<file path="src/logic/uart_tx_pkg.sv">
/*
 * Shared constants and types for the transmit-side continuous control block.
 * Assumes a single peripheral clock; baud ticks come from logic on that clock.
 */
package uart_tx_pkg;

    // character and control widths
    localparam int DATA_W = 8;
    localparam int CNT_W = 3;
    localparam int PAR_W = 2;

    // line levels
    localparam logic LINE_IDLE = 1'h1;
    localparam logic START_LEVEL = 1'h0;
    localparam logic STOP_LEVEL = 1'h1;

    // parity selection codes on the parity-mode port
    localparam logic [PAR_W-1:0] PARITY_NONE = 2'h0;
    localparam logic [PAR_W-1:0] PARITY_ZERO = 2'h1;
    localparam logic [PAR_W-1:0] PARITY_ODD = 2'h2;
    localparam logic [PAR_W-1:0] PARITY_EVEN = 2'h3;

    // index of the last data bit for 8-bit and 7-bit characters
    localparam logic [CNT_W-1:0] LAST_BIT_8 = 3'h7;
    localparam logic [CNT_W-1:0] LAST_BIT_7 = 3'h6;
    localparam logic [CNT_W-1:0] CNT_ZERO = 3'h0;
    localparam logic [CNT_W-1:0] CNT_ONE = 3'h1;

    // reset values and character masks
    localparam logic [DATA_W-1:0] BUF_RESET = 8'hFF;
    localparam logic [DATA_W-1:0] SHIFT_RESET = 8'h00;
    localparam logic [DATA_W-1:0] MASK_7BIT = 8'h7F;
    localparam logic [DATA_W-1:0] MASK_8BIT = 8'hFF;

    // frame sequencer states
    typedef enum logic [2:0] {
        ST_IDLE,
        ST_START,
        ST_DATA,
        ST_PARITY,
        ST_STOP
    } frame_state_t;

endpackage

</file>
<file path="src/logic/tx_link_if.sv">
/*
 * Carrier between the transmit control and the frame shifter.
 * Assumes both ends run on the same clock and clock enable.
 */
`timescale 1ns/100ps
interface tx_link_if;
    logic ce;
    logic kill;
    logic tick;
    logic load;
    logic [uart_tx_pkg::DATA_W-1:0] data;
    logic data8;
    logic [uart_tx_pkg::PAR_W-1:0] parity;
    logic two_stop;
    logic ready;
    logic line;
    logic done;

    // control side drives requests and frame format
    modport ctrl (
        output ce, kill, tick, load, data, data8, parity, two_stop,
        input ready, line, done
    );

    // shifter side answers with line level and completion
    modport shift (
        input ce, kill, tick, load, data, data8, parity, two_stop,
        output ready, line, done
    );
endinterface

</file>
<file path="src/logic/tx_shifter.sv">
/*
 * Transmit shift register and frame sequencer: start, data LSB first,
 * optional parity, one or two stop bits, one bit per baud tick.
 * Assumes the tick is a one-cycle pulse on the same clock.
 */
`timescale 1ns/100ps
module tx_shifter (
    input wire logic clk,
    input wire logic rst_n,
    tx_link_if.shift link
);
    uart_tx_pkg::frame_state_t state, next_state;
    logic [uart_tx_pkg::DATA_W-1:0] sh, next_sh;
    logic [uart_tx_pkg::CNT_W-1:0] cnt, next_cnt;
    logic stop_cnt, next_stop_cnt;
    logic par, next_par;
    logic line, next_line;
    logic done, next_done;
    logic data8, next_data8;
    logic two_stop, next_two_stop;
    logic [uart_tx_pkg::PAR_W-1:0] parity, next_parity;
    logic [uart_tx_pkg::CNT_W-1:0] last_bit;
    logic par_bit;

    // format is latched at load so a mid-frame change cannot tear a frame
    always_comb begin
        last_bit = data8 ? uart_tx_pkg::LAST_BIT_8 : uart_tx_pkg::LAST_BIT_7;
        case (parity)
            uart_tx_pkg::PARITY_ODD: par_bit = ~par;
            uart_tx_pkg::PARITY_EVEN: par_bit = par;
            default: par_bit = 1'h0;
        endcase
        link.ready = (state == uart_tx_pkg::ST_IDLE) ||
            ((state == uart_tx_pkg::ST_STOP) && (!two_stop || stop_cnt));
        link.line = line;
        link.done = done;
    end

    // next-state logic of the frame sequencer
    always_comb begin
        next_state = state;
        next_sh = sh;
        next_cnt = cnt;
        next_stop_cnt = stop_cnt;
        next_par = par;
        next_line = line;
        next_done = 1'h0;
        next_data8 = data8;
        next_two_stop = two_stop;
        next_parity = parity;
        if (link.kill) begin
            next_state = uart_tx_pkg::ST_IDLE; // RULE_03
            next_line = uart_tx_pkg::LINE_IDLE;
        end else if (link.tick) begin
            case (state)
                uart_tx_pkg::ST_DATA: begin
                    if (cnt == last_bit) begin
                        next_stop_cnt = 1'h0;
                        if (parity != uart_tx_pkg::PARITY_NONE) begin
                            next_state = uart_tx_pkg::ST_PARITY;
                            next_line = par_bit; // RULE_12
                        end else begin
                            next_state = uart_tx_pkg::ST_STOP;
                            next_line = uart_tx_pkg::STOP_LEVEL;
                            next_done = !two_stop; // RULE_01
                        end
                    end else begin
                        next_line = sh[0]; // RULE_12
                        next_sh = sh >> 1;
                        next_cnt = cnt + uart_tx_pkg::CNT_ONE;
                    end
                end
                uart_tx_pkg::ST_START: begin
                    next_state = uart_tx_pkg::ST_DATA;
                    next_line = sh[0];
                    next_sh = sh >> 1;
                    next_cnt = uart_tx_pkg::CNT_ZERO;
                end
                uart_tx_pkg::ST_PARITY: begin
                    next_state = uart_tx_pkg::ST_STOP;
                    next_line = uart_tx_pkg::STOP_LEVEL;
                    next_stop_cnt = 1'h0;
                    next_done = !two_stop; // RULE_01
                end
                uart_tx_pkg::ST_STOP, uart_tx_pkg::ST_IDLE: begin
                    if (state == uart_tx_pkg::ST_STOP && two_stop && !stop_cnt) begin
                        next_stop_cnt = 1'h1;
                        next_done = 1'h1; // RULE_01
                    end else if (link.load) begin
                        // back-to-back: start bit follows the last stop bit directly
                        next_state = uart_tx_pkg::ST_START; // RULE_04
                        next_line = uart_tx_pkg::START_LEVEL;
                        next_sh = link.data;
                        next_par = ^(link.data & (link.data8 ? uart_tx_pkg::MASK_8BIT :
                            uart_tx_pkg::MASK_7BIT));
                        next_data8 = link.data8;
                        next_parity = link.parity;
                        next_two_stop = link.two_stop;
                    end else begin
                        next_state = uart_tx_pkg::ST_IDLE; // RULE_02
                        next_line = uart_tx_pkg::LINE_IDLE;
                    end
                end
                default: begin
                    next_state = uart_tx_pkg::ST_IDLE;
                    next_line = uart_tx_pkg::LINE_IDLE;
                end
            endcase
        end
    end

    // registers only; clock enable freezes the whole sequencer
    always_ff @(posedge clk) begin
        if (!rst_n) begin
            state <= uart_tx_pkg::ST_IDLE;
            sh <= uart_tx_pkg::SHIFT_RESET;
            cnt <= uart_tx_pkg::CNT_ZERO;
            stop_cnt <= 1'h0;
            par <= 1'h0;
            line <= uart_tx_pkg::LINE_IDLE;
            done <= 1'h0;
            data8 <= 1'h1;
            two_stop <= 1'h0;
            parity <= uart_tx_pkg::PARITY_NONE;
        end else if (link.ce) begin
            state <= next_state;
            sh <= next_sh;
            cnt <= next_cnt;
            stop_cnt <= next_stop_cnt;
            par <= next_par;
            line <= next_line;
            done <= next_done;
            data8 <= next_data8;
            two_stop <= next_two_stop;
            parity <= next_parity;
        end
    end
endmodule // tx_shifter

</file>
<file path="src/logic/uart_tx_continuous_control.sv">
/*
 * Transmit-side holding buffer, status flags and completion pulse of an
 * asynchronous serial channel, with the frame shifter instantiated below.
 * Assumes a baud tick and all control inputs come from logic on CLK_I.
 */
// How it works
// RULE_01 - completion pulse fires as the last stop bit starts on the line
// RULE_02 - with no byte waiting at frame end, the line stays idle
// RULE_03 - reset or disable empties the shifter without a completion pulse
// RULE_04 - buffer accepts a new byte once the previous byte starts shifting
// RULE_05 - full flag is 0 when writable, 1 while a byte waits
// RULE_06 - host writes again only after the full flag returns to 0
// RULE_07 - active flag is 1 while shifting, 0 once transmission completed
// RULE_08 - host reinitialises only after completion pulse and active flag 0
// RULE_09 - enable clears both flags; write sets full; start bit moves byte
// RULE_10 - host counts bytes and checks active flag to spot overruns
// RULE_11 - writes while transmission is disabled are dropped, no frame starts
// RULE_12 - frames carry start, data LSB first, optional parity, stop bits
// RULE_13 - completion is a one-cycle pulse; flags update on CLK_I
`timescale 1ns/100ps
module uart_tx_continuous_control (
    // clock, reset, clock enable
    input wire logic CLK_I,
    input wire logic RST_N_I,
    input wire logic CE_I,
    // enables
    input wire logic SERIAL_UNIT_ENABLE_BIT_I,
    input wire logic TX_ENABLE_BIT_I,
    // frame format
    input wire logic DATA8_I,
    input wire logic [uart_tx_pkg::PAR_W-1:0] PARITY_MODE_I,
    input wire logic TWO_STOP_I,
    // baud tick, one cycle per bit time
    input wire logic BIT_TICK_I,
    // host write port of the transmit holding buffer
    input wire logic WR_STROBE_I,
    input wire logic [uart_tx_pkg::DATA_W-1:0] WR_DATA_I,
    // status
    output logic TX_HOLDING_FULL_FLAG_O,
    output logic TX_SHIFTER_ACTIVE_FLAG_O,
    output logic [uart_tx_pkg::DATA_W-1:0] TRANSMIT_HOLDING_BUFFER_O,
    output logic TX_DONE_IRQ_O,
    // serial line
    output logic SERIAL_OUT_PIN_O
);
    tx_link_if link ();

    logic enabled;
    logic wr_accept;
    logic load;
    logic full, next_full;
    logic active, next_active;
    logic [uart_tx_pkg::DATA_W-1:0] hold, next_hold;
    logic irq, next_irq;
    logic serial, next_serial;

    // frame sequencer and shift register
    tx_shifter shifter (
        .clk(CLK_I),
        .rst_n(RST_N_I),
        .link(link.shift)
    );

    // both enables must be set; dropping either one kills the frame at once
    always_comb begin
        enabled = SERIAL_UNIT_ENABLE_BIT_I && TX_ENABLE_BIT_I;
        wr_accept = WR_STROBE_I && enabled; // RULE_11
        // transfer only at a bit boundary, so the start bit is full length
        load = full && link.ready && BIT_TICK_I && enabled; // RULE_09
    end

    // requests and format toward the shifter
    always_comb begin
        link.ce = CE_I;
        link.kill = !enabled; // RULE_03
        link.tick = BIT_TICK_I;
        link.load = load;
        link.data = hold;
        link.data8 = DATA8_I;
        link.parity = PARITY_MODE_I;
        link.two_stop = TWO_STOP_I;
    end

    // holding buffer and its full flag
    always_comb begin
        next_hold = hold;
        next_full = full;
        if (!enabled) begin
            next_full = 1'h0; // RULE_09
        end else if (wr_accept) begin
            // a write in the load cycle wins: the new byte waits for the next frame
            next_hold = WR_DATA_I;
            next_full = 1'h1; // RULE_05
        end else if (load) begin
            next_full = 1'h0; // RULE_04
        end
    end

    // shifter-active flag: drops at completion only if nothing is waiting
    always_comb begin
        next_active = active;
        if (!enabled) begin
            next_active = 1'h0; // RULE_09
        end else if (load) begin
            next_active = 1'h1; // RULE_07
        end else if (link.done && !full && !wr_accept) begin
            next_active = 1'h0; // RULE_07
        end
    end

    // line and completion pulse share one register stage so they stay aligned
    always_comb begin
        next_irq = link.done && enabled; // RULE_13
        next_serial = link.line; // RULE_02
    end

    // state registers; clock enable freezes everything
    always_ff @(posedge CLK_I) begin
        if (!RST_N_I) begin
            hold <= uart_tx_pkg::BUF_RESET;
            full <= 1'h0;
            active <= 1'h0;
            irq <= 1'h0; // RULE_03
            serial <= uart_tx_pkg::LINE_IDLE;
        end else if (CE_I) begin
            hold <= next_hold;
            full <= next_full;
            active <= next_active;
            irq <= next_irq;
            serial <= next_serial;
        end
    end

    // outputs straight from registers
    always_comb begin
        TX_HOLDING_FULL_FLAG_O = full;
        TX_SHIFTER_ACTIVE_FLAG_O = active;
        TRANSMIT_HOLDING_BUFFER_O = hold;
        TX_DONE_IRQ_O = irq;
        SERIAL_OUT_PIN_O = serial;
    end
endmodule // uart_tx_continuous_control

</file>
<file path="config.mk">
export PLATFORM = sky130hd
export DESIGN_NAME = uart_tx_continuous_control
export DESIGN_NICKNAME = d
export VERILOG_FILES = /design/src/logic/uart_tx_pkg.sv /design/src/logic/tx_link_if.sv /design/src/logic/tx_shifter.sv /design/src/logic/uart_tx_continuous_control.sv
export SDC_FILE = /design/constraint.sdc
export NUM_CORES = 1
export LEC_CHECK = 0
export BUFFER_PORTS_ARGS = -buffer_cell sky130_fd_sc_hd__clkbuf_2
export CAP_MARGIN = 40
export CORE_MARGIN = 2
export CORE_UTILIZATION = 40
export CTS_CLUSTER_SIZE = 30
export DETAILED_ROUTE_END_ITERATION = 8
export GPL_ROUTABILITY_DRIVEN = 0
export HOLD_SLACK_MARGIN = 0.03
export PLACE_DENSITY = 0.59
export SETUP_SLACK_MARGIN = 0.2
export SLEW_MARGIN = 25
export SYNTH_ARGS = -nofsm -noshare
export SYNTH_HDL_FRONTEND = slang
export SYNTH_SLANG_ARGS = --single-unit
</file>
<file path="constraint.sdc">
create_clock -name CLK_I -period 1.85 [get_ports CLK_I]
set_clock_uncertainty 0.05 [all_clocks]
set_input_delay 0.0925 -clock CLK_I [delete_from_list [all_inputs] [get_ports CLK_I]]
set_output_delay 0.0925 -clock CLK_I [all_outputs]
set_load 0.005 [all_outputs]
</file>
# Yosys cells after proc, flatten, opt, wreduce, memory -nomap -nowiden
# Index checks and enable logic that the tools add are counted.
[classes]
n_addsub = 1
n_eq_ne = 17
muxes = 38
bitwise = 3
n_reduce_logical = 33
[op_table]
columns = ["op", "count"]
rows = [
  ["8-bit 2-to-1 mux", 4],
  ["8-bit case mux with 3 select lines", 1],
  ["1-bit 2-to-1 mux", 21],
  ["3-bit 2-to-1 mux", 6],
  ["3-bit case mux with 4 select lines", 1],
  ["6-bit AND reduction", 2],
  ["1-bit logical AND", 11],
  ["3-bit by 2-bit inequality test with 1-bit output, second input constant", 3],
  ["1-bit case mux with 3 select lines", 3],
  ["8-bit AND", 1],
  ["2-bit inequality test, second input constant", 4],
  ["8-bit parity", 1],
  ["7-bit AND reduction", 1],
  ["3-bit by 2-bit equality test with 1-bit output, second input constant", 2],
  ["3-bit case mux with 2 select lines", 1],
  ["3-bit AND reduction", 2],
  ["3-bit nonzero test", 2],
  ["5-bit AND reduction", 1],
  ["2-bit equality test, second input constant", 2],
  ["1-bit zero test", 4],
  ["2-bit by 1-bit inequality test with 1-bit output, second input constant", 2],
  ["2-bit AND reduction", 2],
  ["4-bit AND reduction", 1],
  ["2-bit nonzero test", 2],
  ["10 further kinds", 12],
]
[word_totals]
ff_bits = 34
input_bits = 19
output_inout_bits = 12
word_cells = 107

# Longest topological paths before layout
[depth]
depth_word = 12
depth_mapped = 7
depth_no_buf = 4

# Modules after synthesis
# From an unflattened synthesis, not the netlist that was laid out.
[hier_totals]
cells_unflattened = 215
hier_area_um2 = 1869.3
[by_module_without_submodules]
columns = ["module", "n_inst", "cells_each", "area_each_um2", "seq_area_each_um2"]
rows = [
  ["tx_shifter", 1, 158, 1393.8, 440.4],
  ["uart_tx_continuous_control", 1, 57, 475.5, 240.2],
]

# Worst setup path after synthesis
# Ideal clock, no wire load.
[synth_path]
path_kind = "register -> register"
start = "register shifter.state[1]"
end = "register shifter.sh[3] in the netlist's numbering"
setup_time_ns = 0.088
arrival_time_ns = 1.539
t_required_ns = 1.712
setup_slack_ns = 0.173
stages_incl_launch_ff = 8
path_buffers = 3
synth_period_minus_slack_ns = 1.677
path_cell_list = "dfxtp_1 buf_6 or2_0 buf_6 o32ai_4 buf_6 a21oi_2 a311oi_2"
[synth_between]
elab_chain_len = 8
elab_cells_between_ends = 18
classes_between = "6 x eq/ne; 1 x mux; 11 x reduce/logical"
[synth_rtl]
columns = ["element", "line_no", "rtl"]
rows = [
  ["from (decl)", "tx_shifter.sv:12", "uart_tx_pkg::frame_state_t state, next_state;"],
  ["from (signal assigned)", "tx_shifter.sv:115", "state <= uart_tx_pkg::ST_IDLE;"],
  ["from (signal assigned)", "tx_shifter.sv:126", "state <= next_state;"],
  ["3-bit equality test", "tx_shifter.sv:34, tx_shifter.sv:55, tx_shifter.sv:86", ""],
  ["1-bit logical AND", "tx_shifter.sv:34", "((state == uart_tx_pkg::ST_STOP) && (!two_stop || stop_cnt));"],
  ["1-bit logical OR", "tx_shifter.sv:33", "link.ready = (state == uart_tx_pkg::ST_IDLE) ||"],
  ["1-bit logical AND (3 in a row)", "uart_tx_continuous_control.sv:69", "load = full && link.ready && BIT_TICK_I && enabled;"],
  ["2-bit inequality test (no line)", "n/a", ""],
  ["7-bit AND reduction (no line)", "n/a", ""],
  ["to (signal assigned)", "tx_shifter.sv:116", "sh <= uart_tx_pkg::SHIFT_RESET;"],
  ["to (signal assigned)", "tx_shifter.sv:127", "sh <= next_sh;"],
  ["to (decl)", "tx_shifter.sv:13", "logic [uart_tx_pkg::DATA_W-1:0] sh, next_sh;"],
]
# Parallel ways exist; a longest one is shown, timed or not.
# A chain may end at the register's enable or synchronous reset.

# Worst setup path in the final report
[layout_path]
start = "register shifter.state[1]"
end = "register shifter.sh[1] in the netlist's numbering"
# The elaborated chain is that of the path after synthesis.

==> out/metrics.cfg <==
[floorplan]
initial_core_util=0.4114
dieArea_mm2=0.004965
die_x_um=70.46
fp.dieH_um=70.46
io_pins=31
core_region_area_mm2=0.004294
core.rowCount=24

[timing]
drv_slew=0
maxSlewHeadroom=0.5717
max_freq_mhz=618.6
finalCritPeriodShare=0.8738
whs_ns=0.1214
finalSetupViolCount=0
worst_pin_slew_ns=0.6357
finalHoldViolCount=0
tns_ns=0
finalWorstPathRequiredPeriod_ns=1.616
rsz0062_at_grt=yes

[clocking]
clkSlewWorstSetupHoldPaths_ns=0.07
clock_latency_ns=0.29
root_buffer=clkbuf_8
clk_path_buf_depth=2
cts_sinks=34
htree_levels=2
cts-buffers-inserted=5
cts_tree=done

[layout]
nets=269
drive_gt1_frac=0.2960
fill_cells=397
areaGrowthSynthToFinish_pct=32.79
fin_util=0.5463
n_antenna_cell=0

[worst_hold_path]
hold_class=primary input to register

[global_route]
grt_max_degree=21
antenna_found_initial=0
grtUsageTotal=0.1859
grt_overflow=0
grt_pass1_vias=1570
grt_pass1_wl_mm=7.279

[detailed_routing]
drc=0
routed_wire_length_per_instance_um=14.14
ant_nets=0
firstDrtPassIters=4
routed_via_density=5.281
num_vias=1595
drt_wl_total_mm=4.271
drt_iter0_markers=71

[logic_synthesis]
ys_seq_area_frac=0.3853
synthArstFlopShare=0
synth_top_area_share=0.3853
yosysWarnings=0
synthCells=194
ys_ff_latch=34
synthFlopType=dfxtp_1
synth_nets=214
avgSynthCellArea_um2=9.107
synth_top_area_cell=dfxtp_1
synth_cell_types=51
synth-edff-count=0
netlist_area_mm2=0.001767
netlist_top_cells_area=dfxtp_1 39%, mux2i_1 9.1%, nand2_1 5.9%

[critical_path]
path_class=register to register
crit_fanout=7
worstPathArrival_ns=1.73
critPathRequiredTime_ns=1.97
worstSetupStartpointType=register
critPathCaptureType=register

[flow_run]
maxCapViolations=0

[pwr]
power_mw=1.450
p_per_area_mw_per_mm2=617.9
power_leakage_nw=0.9624
ir_worst_vdd_mv=0.4505

[placed_design]
detailed_place_hpwl_mm=2.958
io_buffers=30

[run_status]
outcome=finished clean

==> area by class of cell <==
cell class                      instances  area [um2]  area share
Timing Repair Buffer                   59       445.4      0.1899
Clock buffer                            7       86.33     0.03680
Clock inverter                          1       5.005    0.002133
Multi-Input combinational cell        143        1028      0.4384
Sequential cell                        34       693.2      0.2955
Tap cell                               52       65.06     0.02773
Inverter                                6       22.52    0.009600
==> cell usage in the layout, fill, tap and decap left out, types with 3 or more instances in the layout <==
| cell type | count |
|---|---|
| a21oi_1 | 15 |
| dfxtp_1 | 30 |
| nor2_1 | 11 |
| clkbuf_2 | 30 |
| o21ai_0 | 4 |
| nand2_1 | 28 |
| clkbuf_8 | 6 |
| a31oi_1 | 3 |
| nand3_1 | 12 |
| a311oi_1 | 6 |
| buf_4 | 11 |
| inv_1 | 6 |
| xnor2_1 | 6 |
| dlygate4sd3_1 | 12 |
| buf_6 | 4 |
| mux2i_1 | 16 |
| dfxtp_4 | 3 |
==> Yosys cell counts (all sizes together) (4+ instances only) <==
cell     n
buf      8
nand3   12
a21oi   17
xnor2    7
a311oi   7
dfxtp   34
mux2i   16
nand2   28
inv      6
nor2    12
o21ai    4
==> repair_timing <==
| item | in CTS | in global routing |
|---|---|---|
| endpoints found under the setup margin | 9 | 14 |
| endpoints found under the hold margin | 12 | 0 |
| setup buffers | 5 | 1 |
| pin swaps | 1 | 6 |
| resized for setup | 10 | 11 |
| gates cloned | 1 | 0 |
| hold buffers | 12 | 0 |
==> path summary, 6_finish.rpt <==
check             slack, ns  cells after the start          endpoint             start
setup / recovery       0.23                      7     shifter.sh[1]  shifter.state[1]
hold / removal         0.12                      3  SERIAL_OUT_PIN_O              CE_I
setup reg to reg       0.23                      7     shifter.sh[1]  shifter.state[1]
hold reg to reg        0.41                      2     TX_DONE_IRQ_O     TX_DONE_IRQ_O
==> logic make-up (layout without fill, tap and decap cells) <==
group           count (synthesis)  in the layout  share of synthesized area
compound gates                 46             46                     0.2011
buf+inv                        17             73                    0.05665
fa+ha+maj                       1              1                   0.007081
simple gates                   71             71                     0.2054
xor+xnor                        8              8                    0.04745
flops                          34             34                     0.3853
mux                            17             17                    0.09702
==> critical path, stage by stage, from the launching register on <==
cell and delay, ns:
dfxtp_4 0.36, or2_1 0.24, buf_6 0.14, o32ai_4 0.28
buf_6 0.16, buf_16 0.11, buf_4 0.10, a311oi_1 0.06
==> layer usage <==
layer	part of all wire	vias up	GRT usage
met5	0	-	0
met4	0.014	0	0.07479
met3	0.040	6	0.04473
met2	0.46	33	0.2977
met1	0.49	737	0.2393
li1	-	819	-
==> per-stage QoR <==
| step | cells | setup slack [ns] | cell area (um2) |
|---|---|---|---|
| floorplan | 194 | 0.2174 | 1767 |
| global placement | 275 | 0.2083 | 1992 |
| detailed placement | 275 | 0.1641 | 1992 |
| CTS | 301 | 0.1973 | 2296 |
| global route | 302 | 0.1934 | 2346 |
| finish | 302 | 0.2335 | 2346 |
==> power by group <==
group	total, mW	leakage, nW	internal [mW]	switching [mW]
sequential	0.744	0.278	0.735	0.00871
combinational	0.142	0.636	0.0750	0.0672
clock	0.564	0.0482	0.300	0.264
==> state kept, by name, summed over array words and instances, names as in the netlist <==
signal                     cells
TRANSMIT_HOLDING_BUFFER_O      8
shifter.sh                     8
shifter.cnt                    3
shifter.state                  3
shifter.parity                 2
SERIAL_OUT_PIN_O               1
TX_DONE_IRQ_O                  1
TX_HOLDING_FULL_FLAG_O         1
TX_SHIFTER_ACTIVE_FLAG_O       1
shifter.data8                  1
shifter.link.done              1
shifter.link.line              1
shifter.par                    1
shifter.stop_cnt               1
shifter.two_stop               1
(Power assumes the default switching activity.)
